==> src/logic/spsc_pkg.sv <==
// Package of constants and types for the stop-grant power state controller
package spsc_pkg;

  // Stop-grant acknowledge cycles, one per die
  localparam int SPSC_DIE_COUNT = 2;
  // Bus clocks allowed from acknowledge response to stop-grant
  localparam int SPSC_GRANT_LIMIT_CLKS = 20;
  // Width of the grant deadline counter
  localparam int SPSC_GRANT_CNT_W = 5;
  // Voltage code and ratio field widths
  localparam int SPSC_VCODE_W = 6;
  localparam int SPSC_RATIO_W = 5;
  // One voltage-code step is 12.5 mV, expressed in tenths of a millivolt
  localparam int SPSC_VSTEP_UV10 = 125;
  // Code change per step
  localparam logic [5:0] SPSC_VCODE_STEP = 6'h01;
  // Voltage code and ratio after reset
  localparam logic [5:0] SPSC_VCODE_RESET = 6'h20;
  localparam logic [4:0] SPSC_RATIO_RESET = 5'h08;
  // Top ratio that must never be exceeded
  localparam logic [4:0] SPSC_RATIO_TOP = 5'h10;
  // Latched event positions: system management, soft init, bus init, local 0/1
  localparam int SPSC_EV_SMI = 0;
  localparam int SPSC_EV_INIT = 1;
  localparam int SPSC_EV_BUS_INIT_ERROR_N = 2;
  localparam int SPSC_EV_LINT0 = 3;
  localparam int SPSC_EV_LINT1 = 4;
  localparam int SPSC_EV_W = 5;

  // Power state machine
  typedef enum logic [2:0] {
    SPSC_NORMAL = 3'b000,
    SPSC_ACK = 3'b001,
    SPSC_GRANT = 3'b010,
    SPSC_GRANT_SNOOP = 3'b011,
    SPSC_HALT = 3'b100,
    SPSC_HALT_SNOOP = 3'b101,
    SPSC_DHALT = 3'b110,
    SPSC_DHALT_SNOOP = 3'b111
  } spsc_state_t;

  // Performance transition sequencer
  typedef enum logic [1:0] {
    SPSC_PS_IDLE = 2'b00,
    SPSC_PS_VUP = 2'b01,
    SPSC_PS_RATIO = 2'b10,
    SPSC_PS_VDOWN = 2'b11
  } spsc_pstate_t;

endpackage

==> src/logic/spsc_ctrl.sv <==
// Stop-grant, snoop sub-state and performance-state controller
`timescale 1ns/1ps

module spsc_ctrl
  import spsc_pkg::*;
#(
  parameter int DIES = SPSC_DIE_COUNT,
  parameter int VW = SPSC_VCODE_W,
  parameter int RW = SPSC_RATIO_W
)
(
  // Clock, reset, enable
  input wire logic clk,
  input wire logic resetn,
  input wire logic clk_en,
  // Stop-clock request and acknowledge cycles
  input wire logic stop_clock_request_n,
  output logic ack_cycle_req,
  input wire logic ack_cycle_done,
  input wire logic ack_response,
  output logic in_stop_grant,
  output logic grant_late,
  // Halt control from the cores
  input wire logic halt_entry,
  input wire logic deep_halt_enable,
  input wire logic halt_exit,
  // Bus snoop and interrupt transactions
  input wire logic snoop_start,
  input wire logic snoop_serviced,
  input wire logic bus_irq_start,
  input wire logic bus_irq_latched,
  // Event lines; system management, soft init and bus init error active low, local lines high
  input wire logic sys_mgmt_irq_n,
  input wire logic soft_init_n,
  input wire logic bus_init_error_n,
  input wire logic [1:0] local_irq_lines,
  input wire logic core_reset,
  // Pending events and break indication
  output logic [SPSC_EV_W-1:0] pending_events,
  output logic bus_irq_pending,
  input wire logic events_taken,
  input wire logic irq_enable_flag,
  output logic pending_break_n,
  output logic core_init,
  // Performance state request and outputs
  input wire logic [VW-1:0] core0_vcode_req,
  input wire logic [VW-1:0] core1_vcode_req,
  input wire logic [RW-1:0] target_ratio,
  input wire logic pstate_write,
  output logic [VW-1:0] voltage_code,
  output logic [RW-1:0] core_ratio,
  output logic pstate_busy,
  output logic [2:0] power_state
);

  // Current and next power state
  spsc_state_t state;
  spsc_state_t next_state;
  // Remembers whether stop-clock came from halt
  logic from_halt;
  // Acknowledge cycles still to issue
  logic [1:0] acks_left;
  // Grant deadline counter after acknowledge response
  logic [SPSC_GRANT_CNT_W-1:0] grant_cnt;
  logic grant_timing;
  // Previous event line levels for edge detection
  logic [SPSC_EV_W-1:0] ev_prev;
  logic [SPSC_EV_W-1:0] ev_now;
  logic [SPSC_EV_W-1:0] ev_rise;
  // Performance sequencer
  spsc_pstate_t ps;
  logic [VW-1:0] vcode_tgt;
  logic [RW-1:0] ratio_tgt;
  logic req_held;
  logic [RW-1:0] held_ratio;
  logic [VW-1:0] held_vcode;
  logic [VW-1:0] max_vcode;
  logic [RW-1:0] clamp_ratio;
  logic stop_req;
  logic granted;

  assign stop_req = !stop_clock_request_n;
  assign granted = (state == SPSC_GRANT) || (state == SPSC_GRANT_SNOOP);

  // Events in asserted-high form
  assign ev_now = {local_irq_lines[1], local_irq_lines[0],
                   !bus_init_error_n, !soft_init_n, !sys_mgmt_irq_n};
  assign ev_rise = ev_now & ~ev_prev;

  assign max_vcode = (core0_vcode_req > core1_vcode_req) ?
                     core0_vcode_req : core1_vcode_req;
  assign clamp_ratio = (target_ratio > SPSC_RATIO_TOP) ?
                       SPSC_RATIO_TOP : target_ratio;

  // Next power state
  always_comb
  begin
    next_state = state;
    case (state)
      SPSC_NORMAL:
      begin
        if (stop_req)
          next_state = SPSC_ACK;
        else if (halt_entry)
          next_state = deep_halt_enable ? SPSC_DHALT : SPSC_HALT;
      end
      SPSC_ACK:
      begin
        if (acks_left == 2'h0 && !ack_cycle_req)
          next_state = SPSC_GRANT;
      end
      SPSC_GRANT:
      begin
        if (!stop_req)
          next_state = from_halt ? SPSC_HALT : SPSC_NORMAL;
        else if (snoop_start || bus_irq_start)
          next_state = SPSC_GRANT_SNOOP;
      end
      SPSC_GRANT_SNOOP:
      begin
        // Wait for service; back to grant
        if (snoop_serviced || bus_irq_latched)
          next_state = SPSC_GRANT;
      end
      SPSC_HALT:
      begin
        if (stop_req)
          next_state = SPSC_ACK;
        else if (halt_exit || (|pending_events))
          next_state = SPSC_NORMAL;
        else if (snoop_start || bus_irq_start)
          next_state = SPSC_HALT_SNOOP;
      end
      SPSC_HALT_SNOOP:
      begin
        if (snoop_serviced || bus_irq_latched)
          next_state = SPSC_HALT;
      end
      SPSC_DHALT:
      begin
        if (stop_req)
          next_state = SPSC_ACK;
        else if (halt_exit || (|pending_events))
          next_state = SPSC_NORMAL;
        else if (snoop_start || bus_irq_start)
          next_state = SPSC_DHALT_SNOOP;
      end
      SPSC_DHALT_SNOOP:
      begin
        if (snoop_serviced || bus_irq_latched)
          next_state = SPSC_DHALT;
      end
      default:
        next_state = SPSC_NORMAL;
    endcase
  end

  // State register; core reset does not disturb it, so a granted part
  // stays granted while it initializes
  always_ff @(posedge clk or negedge resetn)
  begin
    if (!resetn)
      state <= SPSC_NORMAL;
    else if (clk_en)
      state <= next_state;
  end

  // Halt origin of the stop-clock request
  always_ff @(posedge clk or negedge resetn)
  begin
    if (!resetn)
      from_halt <= 1'b0;
    else if (clk_en)
    begin
      if (next_state == SPSC_ACK && state != SPSC_ACK)
        from_halt <= (state == SPSC_HALT) || (state == SPSC_DHALT);
    end
  end

  // Acknowledge cycle issue, one request per die
  always_ff @(posedge clk or negedge resetn)
  begin
    if (!resetn)
    begin
      acks_left <= 2'h0;
      ack_cycle_req <= 1'b0;
    end
    else if (clk_en)
    begin
      if (next_state == SPSC_ACK && state != SPSC_ACK)
      begin
        acks_left <= 2'(DIES - 1);
        ack_cycle_req <= 1'b1;
      end
      else if (ack_cycle_req && ack_cycle_done)
      begin
        // Next die or finished
        if (acks_left != 2'h0)
          acks_left <= acks_left - 2'h1;
        else
          ack_cycle_req <= 1'b0;
      end
    end
  end

  // Deadline watch from acknowledge response to grant
  always_ff @(posedge clk or negedge resetn)
  begin
    if (!resetn)
    begin
      grant_cnt <= '0;
      grant_timing <= 1'b0;
      grant_late <= 1'b0;
    end
    else if (clk_en)
    begin
      if (state == SPSC_ACK && ack_response)
      begin
        grant_timing <= 1'b1;
        grant_cnt <= '0;
      end
      else if (grant_timing)
      begin
        if (state != SPSC_ACK)
          grant_timing <= 1'b0;
        else if (grant_cnt == SPSC_GRANT_CNT_W'(SPSC_GRANT_LIMIT_CLKS))
          grant_late <= 1'b1;
        else
          grant_cnt <= grant_cnt + 1'b1;
      end
    end
  end

  // Status outputs
  always_ff @(posedge clk or negedge resetn)
  begin
    if (!resetn)
    begin
      in_stop_grant <= 1'b0;
      power_state <= 3'h0;
    end
    else if (clk_en)
    begin
      in_stop_grant <= (next_state == SPSC_GRANT) ||
                       (next_state == SPSC_GRANT_SNOOP);
      power_state <= next_state;
    end
  end

  // Event line history
  always_ff @(posedge clk or negedge resetn)
  begin
    if (!resetn)
      ev_prev <= '0;
    else if (clk_en)
      ev_prev <= ev_now;
  end

  // Pending event flags; a new event beats the clear in the same cycle
  always_ff @(posedge clk or negedge resetn)
  begin
    if (!resetn)
      pending_events <= '0;
    else if (clk_en)
    begin
      // Latch in stop-grant; bus error; one flag each
      if (granted)
        pending_events <= pending_events | ev_rise;
      else if (state == SPSC_NORMAL && events_taken)
        pending_events <= ev_rise;
      else
        pending_events <= pending_events | ev_rise;
    end
  end

  // Interrupts delivered as bus transactions
  always_ff @(posedge clk or negedge resetn)
  begin
    if (!resetn)
      bus_irq_pending <= 1'b0;
    else if (clk_en)
    begin
      if (bus_irq_latched)
        bus_irq_pending <= 1'b1;
      else if (state == SPSC_NORMAL && events_taken)
        bus_irq_pending <= 1'b0;
    end
  end

  // Pending-break, regardless of the interrupt enable flag
  always_ff @(posedge clk or negedge resetn)
  begin
    if (!resetn)
      pending_break_n <= 1'b1;
    else if (clk_en)
    begin
      // Any pending interrupt, masked or not
      pending_break_n <= !(granted &&
        ((|pending_events) || bus_irq_pending ||
         (bus_irq_latched && (irq_enable_flag || !irq_enable_flag))));
    end
  end

  // Core initialization pulse on reset
  always_ff @(posedge clk or negedge resetn)
  begin
    if (!resetn)
      core_init <= 1'b0;
    else if (clk_en)
      core_init <= core_reset;
  end

  // Deep halt and its snoop state hold off new operating-point transitions
  function automatic logic frozen_state();
    return (state == SPSC_DHALT_SNOOP) || (state == SPSC_DHALT);
  endfunction

  // Held software request while a transition runs
  always_ff @(posedge clk or negedge resetn)
  begin
    if (!resetn)
    begin
      req_held <= 1'b0;
      held_ratio <= SPSC_RATIO_RESET;
      held_vcode <= SPSC_VCODE_RESET;
    end
    else if (clk_en)
    begin
      if (pstate_write && (ps != SPSC_PS_IDLE || req_held))
      begin
        req_held <= 1'b1;
        held_ratio <= clamp_ratio;
        held_vcode <= max_vcode;
      end
      else if (ps == SPSC_PS_IDLE && !frozen_state())
        req_held <= 1'b0;
    end
  end

  // Performance sequencer; only core ratio moves, bus clock never
  always_ff @(posedge clk or negedge resetn)
  begin
    if (!resetn)
    begin
      ps <= SPSC_PS_IDLE;
      vcode_tgt <= SPSC_VCODE_RESET;
      ratio_tgt <= SPSC_RATIO_RESET;
      voltage_code <= SPSC_VCODE_RESET;
      core_ratio <= SPSC_RATIO_RESET;
      pstate_busy <= 1'b0;
    end
    else if (clk_en)
    begin
      case (ps)
        SPSC_PS_IDLE:
        begin
          if (!frozen_state() && (pstate_write || req_held))
          begin
            vcode_tgt <= req_held ? held_vcode : max_vcode;
            ratio_tgt <= req_held ? held_ratio : clamp_ratio;
            pstate_busy <= 1'b1;
            // Any rise of code first; down: ratio first
            if (((req_held ? held_ratio : clamp_ratio) > core_ratio) ||
                ((req_held ? held_vcode : max_vcode) > voltage_code))
              ps <= SPSC_PS_VUP;
            else
              ps <= SPSC_PS_RATIO;
          end
        end
        SPSC_PS_VUP:
        begin
          if (voltage_code < vcode_tgt)
            voltage_code <= voltage_code + SPSC_VCODE_STEP;
          else
            ps <= SPSC_PS_RATIO;
        end
        SPSC_PS_RATIO:
        begin
          core_ratio <= ratio_tgt;
          ps <= (voltage_code > vcode_tgt) ? SPSC_PS_VDOWN : SPSC_PS_IDLE;
          // Stay busy while a held request waits, so no idle gap shows
          pstate_busy <= (voltage_code > vcode_tgt) || req_held ||
                         pstate_write;
        end
        SPSC_PS_VDOWN:
        begin
          if (voltage_code > vcode_tgt)
            voltage_code <= voltage_code - SPSC_VCODE_STEP;
          else
          begin
            ps <= SPSC_PS_IDLE;
            // Busy continues into a held request
            pstate_busy <= req_held || pstate_write;
          end
        end
        default:
          ps <= SPSC_PS_IDLE;
      endcase
    end
  end

endmodule

==> config.mk <==
export PLATFORM = sky130hd
export DESIGN_NAME = spsc_ctrl
export DESIGN_NICKNAME = d
export VERILOG_FILES = /design/src/logic/spsc_pkg.sv /design/src/logic/spsc_ctrl.sv
export SDC_FILE = /design/constraint.sdc
export NUM_CORES = 1
export LEC_CHECK = 0
export BUFFER_PORTS_ARGS = -buffer_cell sky130_fd_sc_hd__buf_2
export CAP_MARGIN = 20
export CORE_UTILIZATION = 25
export CTS_CLUSTER_DIAMETER = 100
export DETAILED_ROUTE_END_ITERATION = 6
export PLACE_DENSITY_LB_ADDON = 0.05
export SLEW_MARGIN = 5
export SYNTH_ARGS = -nofsm -noshare
export SYNTH_HDL_FRONTEND = slang
export SYNTH_SLANG_ARGS = --single-unit
==> constraint.sdc <==
create_clock -name clk -period 8 [get_ports clk]
set_input_delay 0.8 -clock clk [delete_from_list [all_inputs] [get_ports clk]]
set_output_delay 0.8 -clock clk [all_outputs]
set_load 0.01 [all_outputs]
After elaboration in Yosys (flattened, before gate mapping)
Index checks and enable logic that the tools add are counted.

word-level totals
  register bits after elaboration = 65
  bits in latches = 0
  memory bits (writable) = 0
  ROM bits = 0
  input port bits = 39
  output and inout bits = 26
  logic and storage cells = 167
  memories = 0

operators by class
  add/sub/neg operators = 4
  $mul = 0
  div/mod/pow operators = 0
  $lt $le $gt $ge = 6
  equal/unequal tests = 23
  shift-type cells = 0
  multiplexer cells = 52
  bitwise operators = 5
  reductions and logical operators = 55

operator list
  kind                   count
  $mux W3                15
  $mux W5                8
  $mux W6                4
  $pmux W3 S8            1
  $gt A6 B6 Y1           3
  $mux W2                9
  $reduce_and A4 Y1      4
  $reduce_bool A2 Y1     8
  $logic_or A1 B1 Y1     14
  $eq A3 B2 Y1 const B   4
  $eq A3 B3 Y1 const B   4
  $mux W1                12
  $ne A2 B2 Y1 const B   6
  $pmux W6 S2            1
  $reduce_and A2 Y1      5
  $logic_and A1 B1 Y1    9
  $reduce_and A3 Y1      3
  $pmux W2 S4            1
  $add A6 B1 Y6 const B  1
  $eq A3 B1 Y1 const B   2
  $logic_not A1 Y1       6
  $lt A6 B6 Y1           1
  $sub A6 B1 Y6 const B  1
  $add A5 B1 Y5 const B  1
  18 further kinds       22

Logic depth before layout (Yosys ltp)
  word-level depth = 9
  depth in mapped cells = 14
  gate-level depth less buffers = 13

Least setup slack after synthesis
Ideal clock, no wire load.

  path type = in2reg
  start point = input core1_vcode_req[5]
  end point = register ps[1]
  library setup time = 121 ps
  arrival = 3323 ps
  data required time = 7879 ps
  setup slack = 4556 ps
  stages on the path = 14
  buffers on the path = 1
  cell sequence = inv_1 -> ha_1 -> and4_1 -> and3_1 -> a31o_2 -> clkbuf_1 -> mux2i_1 -> mux2i_1 -> ha_1 -> nand3_1 -> o21bai_1 -> a31o_2 -> o21a_1 -> a22o_1

on the way
  longest elaborated chain between the ends = 8

ends and longest elaborated chain
  element               RTL line          text
  from (decl)           spsc_ctrl.sv:47   input wire logic [VW-1:0] core1_vcode_req,
  $gt A6 B6 Y1          spsc_ctrl.sv:90   assign max_vcode = (core0_vcode_req > core1_vcode_req) ?
  $mux W6 *             spsc_ctrl.sv:90
  $mux W6 *             spsc_ctrl.sv:364  ((req_held ? held_vcode : max_vcode) > voltage_code))
  $gt A6 B6 Y1 *        spsc_ctrl.sv:364
  $logic_or A1 B1 Y1 *  spsc_ctrl.sv:363  if (((req_held ? held_ratio : clamp_ratio) > core_ratio) ||
  $mux W2 *             spsc_ctrl.sv:363
  $mux W2 *             spsc_ctrl.sv:357  if (!frozen_state() && (pstate_write || req_held))
  $pmux W2 S4 *         spsc_ctrl.sv:354  case (ps)
  to (signal assigned)  spsc_ctrl.sv:380  ps <= (voltage_code > vcode_tgt) ? SPSC_PS_VDOWN : SPSC_PS_IDLE;
  to (decl)             spsc_ctrl.sv:71   spsc_pstate_t ps;

Mark *: on every way between the ends. The rest lies on a longest branch, timed or not. The select of a mux whose other input is x is not followed.
A chain may end at the register's enable or synchronous reset.

Final worst setup path
  start point = input core0_vcode_req[5]
  end point = register ps[1]

on the way
  longest elaborated chain between the ends = 8

ends and longest elaborated chain
  element               RTL line          text
  from (decl)           spsc_ctrl.sv:46   input wire logic [VW-1:0] core0_vcode_req,
  $gt A6 B6 Y1          spsc_ctrl.sv:90
  $mux W6 *             spsc_ctrl.sv:90
  $mux W6 *             spsc_ctrl.sv:364
  $gt A6 B6 Y1 *        spsc_ctrl.sv:364
  $logic_or A1 B1 Y1 *  spsc_ctrl.sv:363
  $mux W2 *             spsc_ctrl.sv:363
  $mux W2 *             spsc_ctrl.sv:357
  $pmux W2 S4 *         spsc_ctrl.sv:354

Marked as above.

==> results.md <==
* Status: completed
* Synthesized area per cell at 9.47 um^2
* Sink Count at 65
* H-tree levels at 3
* Post-Syn Nets at 492
* Vias at 3141
* Ys async rst share at 100%
* ANT cells at 0
* Slew Viols, Final at 0
* Initial antenna violation count at 0
* Multi-input logic area at 2110 um^2
* Worst EP arrival at 3.64 ns
* FP Rows at 45
* Switching Share at 40.0%
* Cts repair resizes at 0
* GP Congestion at 0.749
* Crit end category: flop
* # IOs at 65
* Syn Inst Count at 422
* Core box area at 15400 um^2
* CTS tree: yes
* Largest family of logic cells by synthesized area: simple AND/OR/NAND/NOR gates
* Dpl hpwl at 7.09 mm
* Ratio of total power to cell area at 365 nW/um^2
* Final TNS setup at 0 ns
* Pint at 1.05 mW
* Residual DRC at 0
* Crit share post-route at 42.7%
* Root buf cell: clkbuf_16
* Crit Path Class: in2reg
* Layout cells sized above 1 at 22.8%
* Setup crit start kind: primary input
* Clock network fraction of total power at 22.9%
* Seq. cell area at 1640 um^2
* Design Area, Final at 4810 um^2
* Buffers on Ports at 63
* Area growth, synth to finish at 20.4%
* Drt via density at 4.50
* Nets at 552
* Worst hold path class: reg2reg
* Total Routing Usage GR at 13.0%
* Worst-margin pin slew at 0.954 ns
* Clock skew at 0.00720 ns
* Height of the chip at 128 um
* CTS buffer count at 9
* Largest net degree at the start of global routing at 66
* Main synth FF type: dfrtp_1
* Worst EP required at 8.22 ns
* Syn Std Cell Area at 4000 um^2
* Yosys warnings at 0
* Post-layout util at 31.3%
* RSZ-0062 raised after global routing: no
* Dpl cell area at 4510 um^2
* Sequential-to-total area share from yosys stat at 40.9%
* # hold bufs at CTS at 0
* LEAKAGE at 2.26 nW
* VDD IR max at 0.000115 V
* Xor/xnor share of the synthesized area at 1.53%
* Initial DRC count at 123
* Final Hold Fails at 0
* Clock Pin Slew Worst Setup and Hold Paths at 0.06 ns
* CTS Buffer Depth at 2
* Clk Latency, worst-skew pair at 0.34 ns
* Synth unique cells at 62
* Fillers at 1633
* Crit-path max FO at 6
* Chip width at 128 um
* Final setup vio count at 0
* Comb pwr share at 43.6%
* Commonest non-fill, non-tap cells in the layout: buf_2 (63), dfrtp_1 (58), nand2_1 (51)
* Achievable frequency at 0.293 GHz
* Vias in the first global route at 3193
* MaxCap Viol Count at 0
* Post-synthesis compound-gate area fraction at 16.6%
* Drt wl/cell at 13.8 um
* Post-CTS Setup Inserts at 0
* Fin crit period at 3.42 ns
* Synth Register Bits at 65
* WL final at 9.62 mm
* Slew margin rel. at 36.4%
* DRT Pass-1 Iters at 4
* Final worst-path setup slack at 4.58 ns
* Die area at 16500 um^2
* Final ANT Viol Nets at 0
* Total grt overflow at 0
* Post-synthesis simple-gate area fraction at 17.6%
* Most common cell after layout, fill and taps aside: buf_2
* Final Power at 1.75 mW
* Initial core utilization at 26.0%
* Setup WS pre-CTS at 4.18 ns
* Post-Synth Adder-Cell Area at 9.90%
* Global-route wire length before repair at 16.4 mm
* Flop pwr share at 33.5%
* Sw power at 701 uW
* Mux cell area share after synthesis at 7.23%
* Post-synth EDFFs at 0
[final cells by class]
type,instances,share of cell area (%)
tap,211,5.49
inverter,43,3.36
timing repair buffer,66,7.02
sequential,65,34.0
multi-input combinational,297,43.9
clock buffer,11,5.05
clock inverter,5,1.17
[power groups by stage]
stage	registers, mW	logic (mW)	clock network [mW]
3_5_place_dp	0.597	0.776	0
4_1_cts	0.592	0.780	0.417
5_1_grt	0.613	0.883	0.429
6_report	0.588	0.764	0.401
3_3_place_gp	0.595	0.771	0
2_1_floorplan	0.558	0.584	0
[sequential cells by signal, indices dropped and copies added (netlist names), 2 cells and up]
signal / cells
ratio_tgt: 5
held_vcode: 6
acks_left: 2
power_state: 3
vcode_tgt: 6
ev_prev: 5
held_ratio: 5
pending_events: 5
voltage_code: 6
core_ratio: 5
grant_cnt: 5
ps: 2
[synth_stat cells, types with 11 or more instances]
library cell	n	area, um^2
nor2_1	14	52.6
nand3_1	17	85.1
mux2i_1	15	150
clkbuf_1	14	52.6
dfrtp_1	58	1450
ha_1	30	375
nand2_1	51	191
o211ai_1	13	97.6
a21oi_1	13	65.1
mux2_2	11	124
inv_1	43	161
o21ai_0	38	190
[logic make-up after synthesis]
| family | count (synthesis) |
|---|---|
| compound gates | 102 |
| xor+xnor | 7 |
| fa+ha+maj | 31 |
| buf+inv | 60 |
| flops | 65 |
| mux | 27 |
| simple gates | 130 |
[stage by stage]
stage,cells,hold WS [ns]
floorplan,422,0.435
global placement,682,0.440
detailed placement,682,0.449
CTS,698,0.457
global route,698,0.467
finish,698,0.456
[worst paths after layout]
| check | start | end | slack, ns | cells past startpoint |
|---|---|---|---|---|
| min in group asynchronous | resetn | ev_prev[3]$_DFFE_PN0P_ | 0.65 | 2 |
| hold reg to reg | ev_prev[0]$_DFFE_PN0P_ | pending_events[0]$_DFFE_PN0P_ | 0.46 | 1 |
| hold / removal | ev_prev[0]$_DFFE_PN0P_ | pending_events[0]$_DFFE_PN0P_ | 0.46 | 1 |
| setup reg to reg | req_held$_DFFE_PN0P_ | ps[0]$_DFFE_PN0P_ | 5.32 | 6 |
| max in group asynchronous | resetn | vcode_tgt[2]$_DFFE_PN0P_ | 6.76 | 2 |
| setup / recovery | core0_vcode_req[5] | ps[1]$_DFFE_PN0P_ | 4.58 | 13 |
[metal layers]
metal | vias to the layer above | global-route usage [%] | wire length [um]
li1 | 1612 | - | -
met1 | 1474 | 17.9 | 4930
met2 | 43 | 19.7 | 4210
met3 | 12 | 2.49 | 285
met4 | 0 | 6.44 | 201
met5 | - | 0 | 0
[worst max-delay path, stage by stage]
cell and delay, ns:
buf_2 0.11, ha_1 0.31, and4_1 0.22, and3_1 0.17, a31o_2 0.29, mux2i_1 0.38, mux2i_1 0.15, ha_1 0.34
nand3_1 0.10, o21bai_1 0.16, a31o_2 0.26, o21a_1 0.17, a22o_1 0.19
Power figures use the tool's default switching activity.
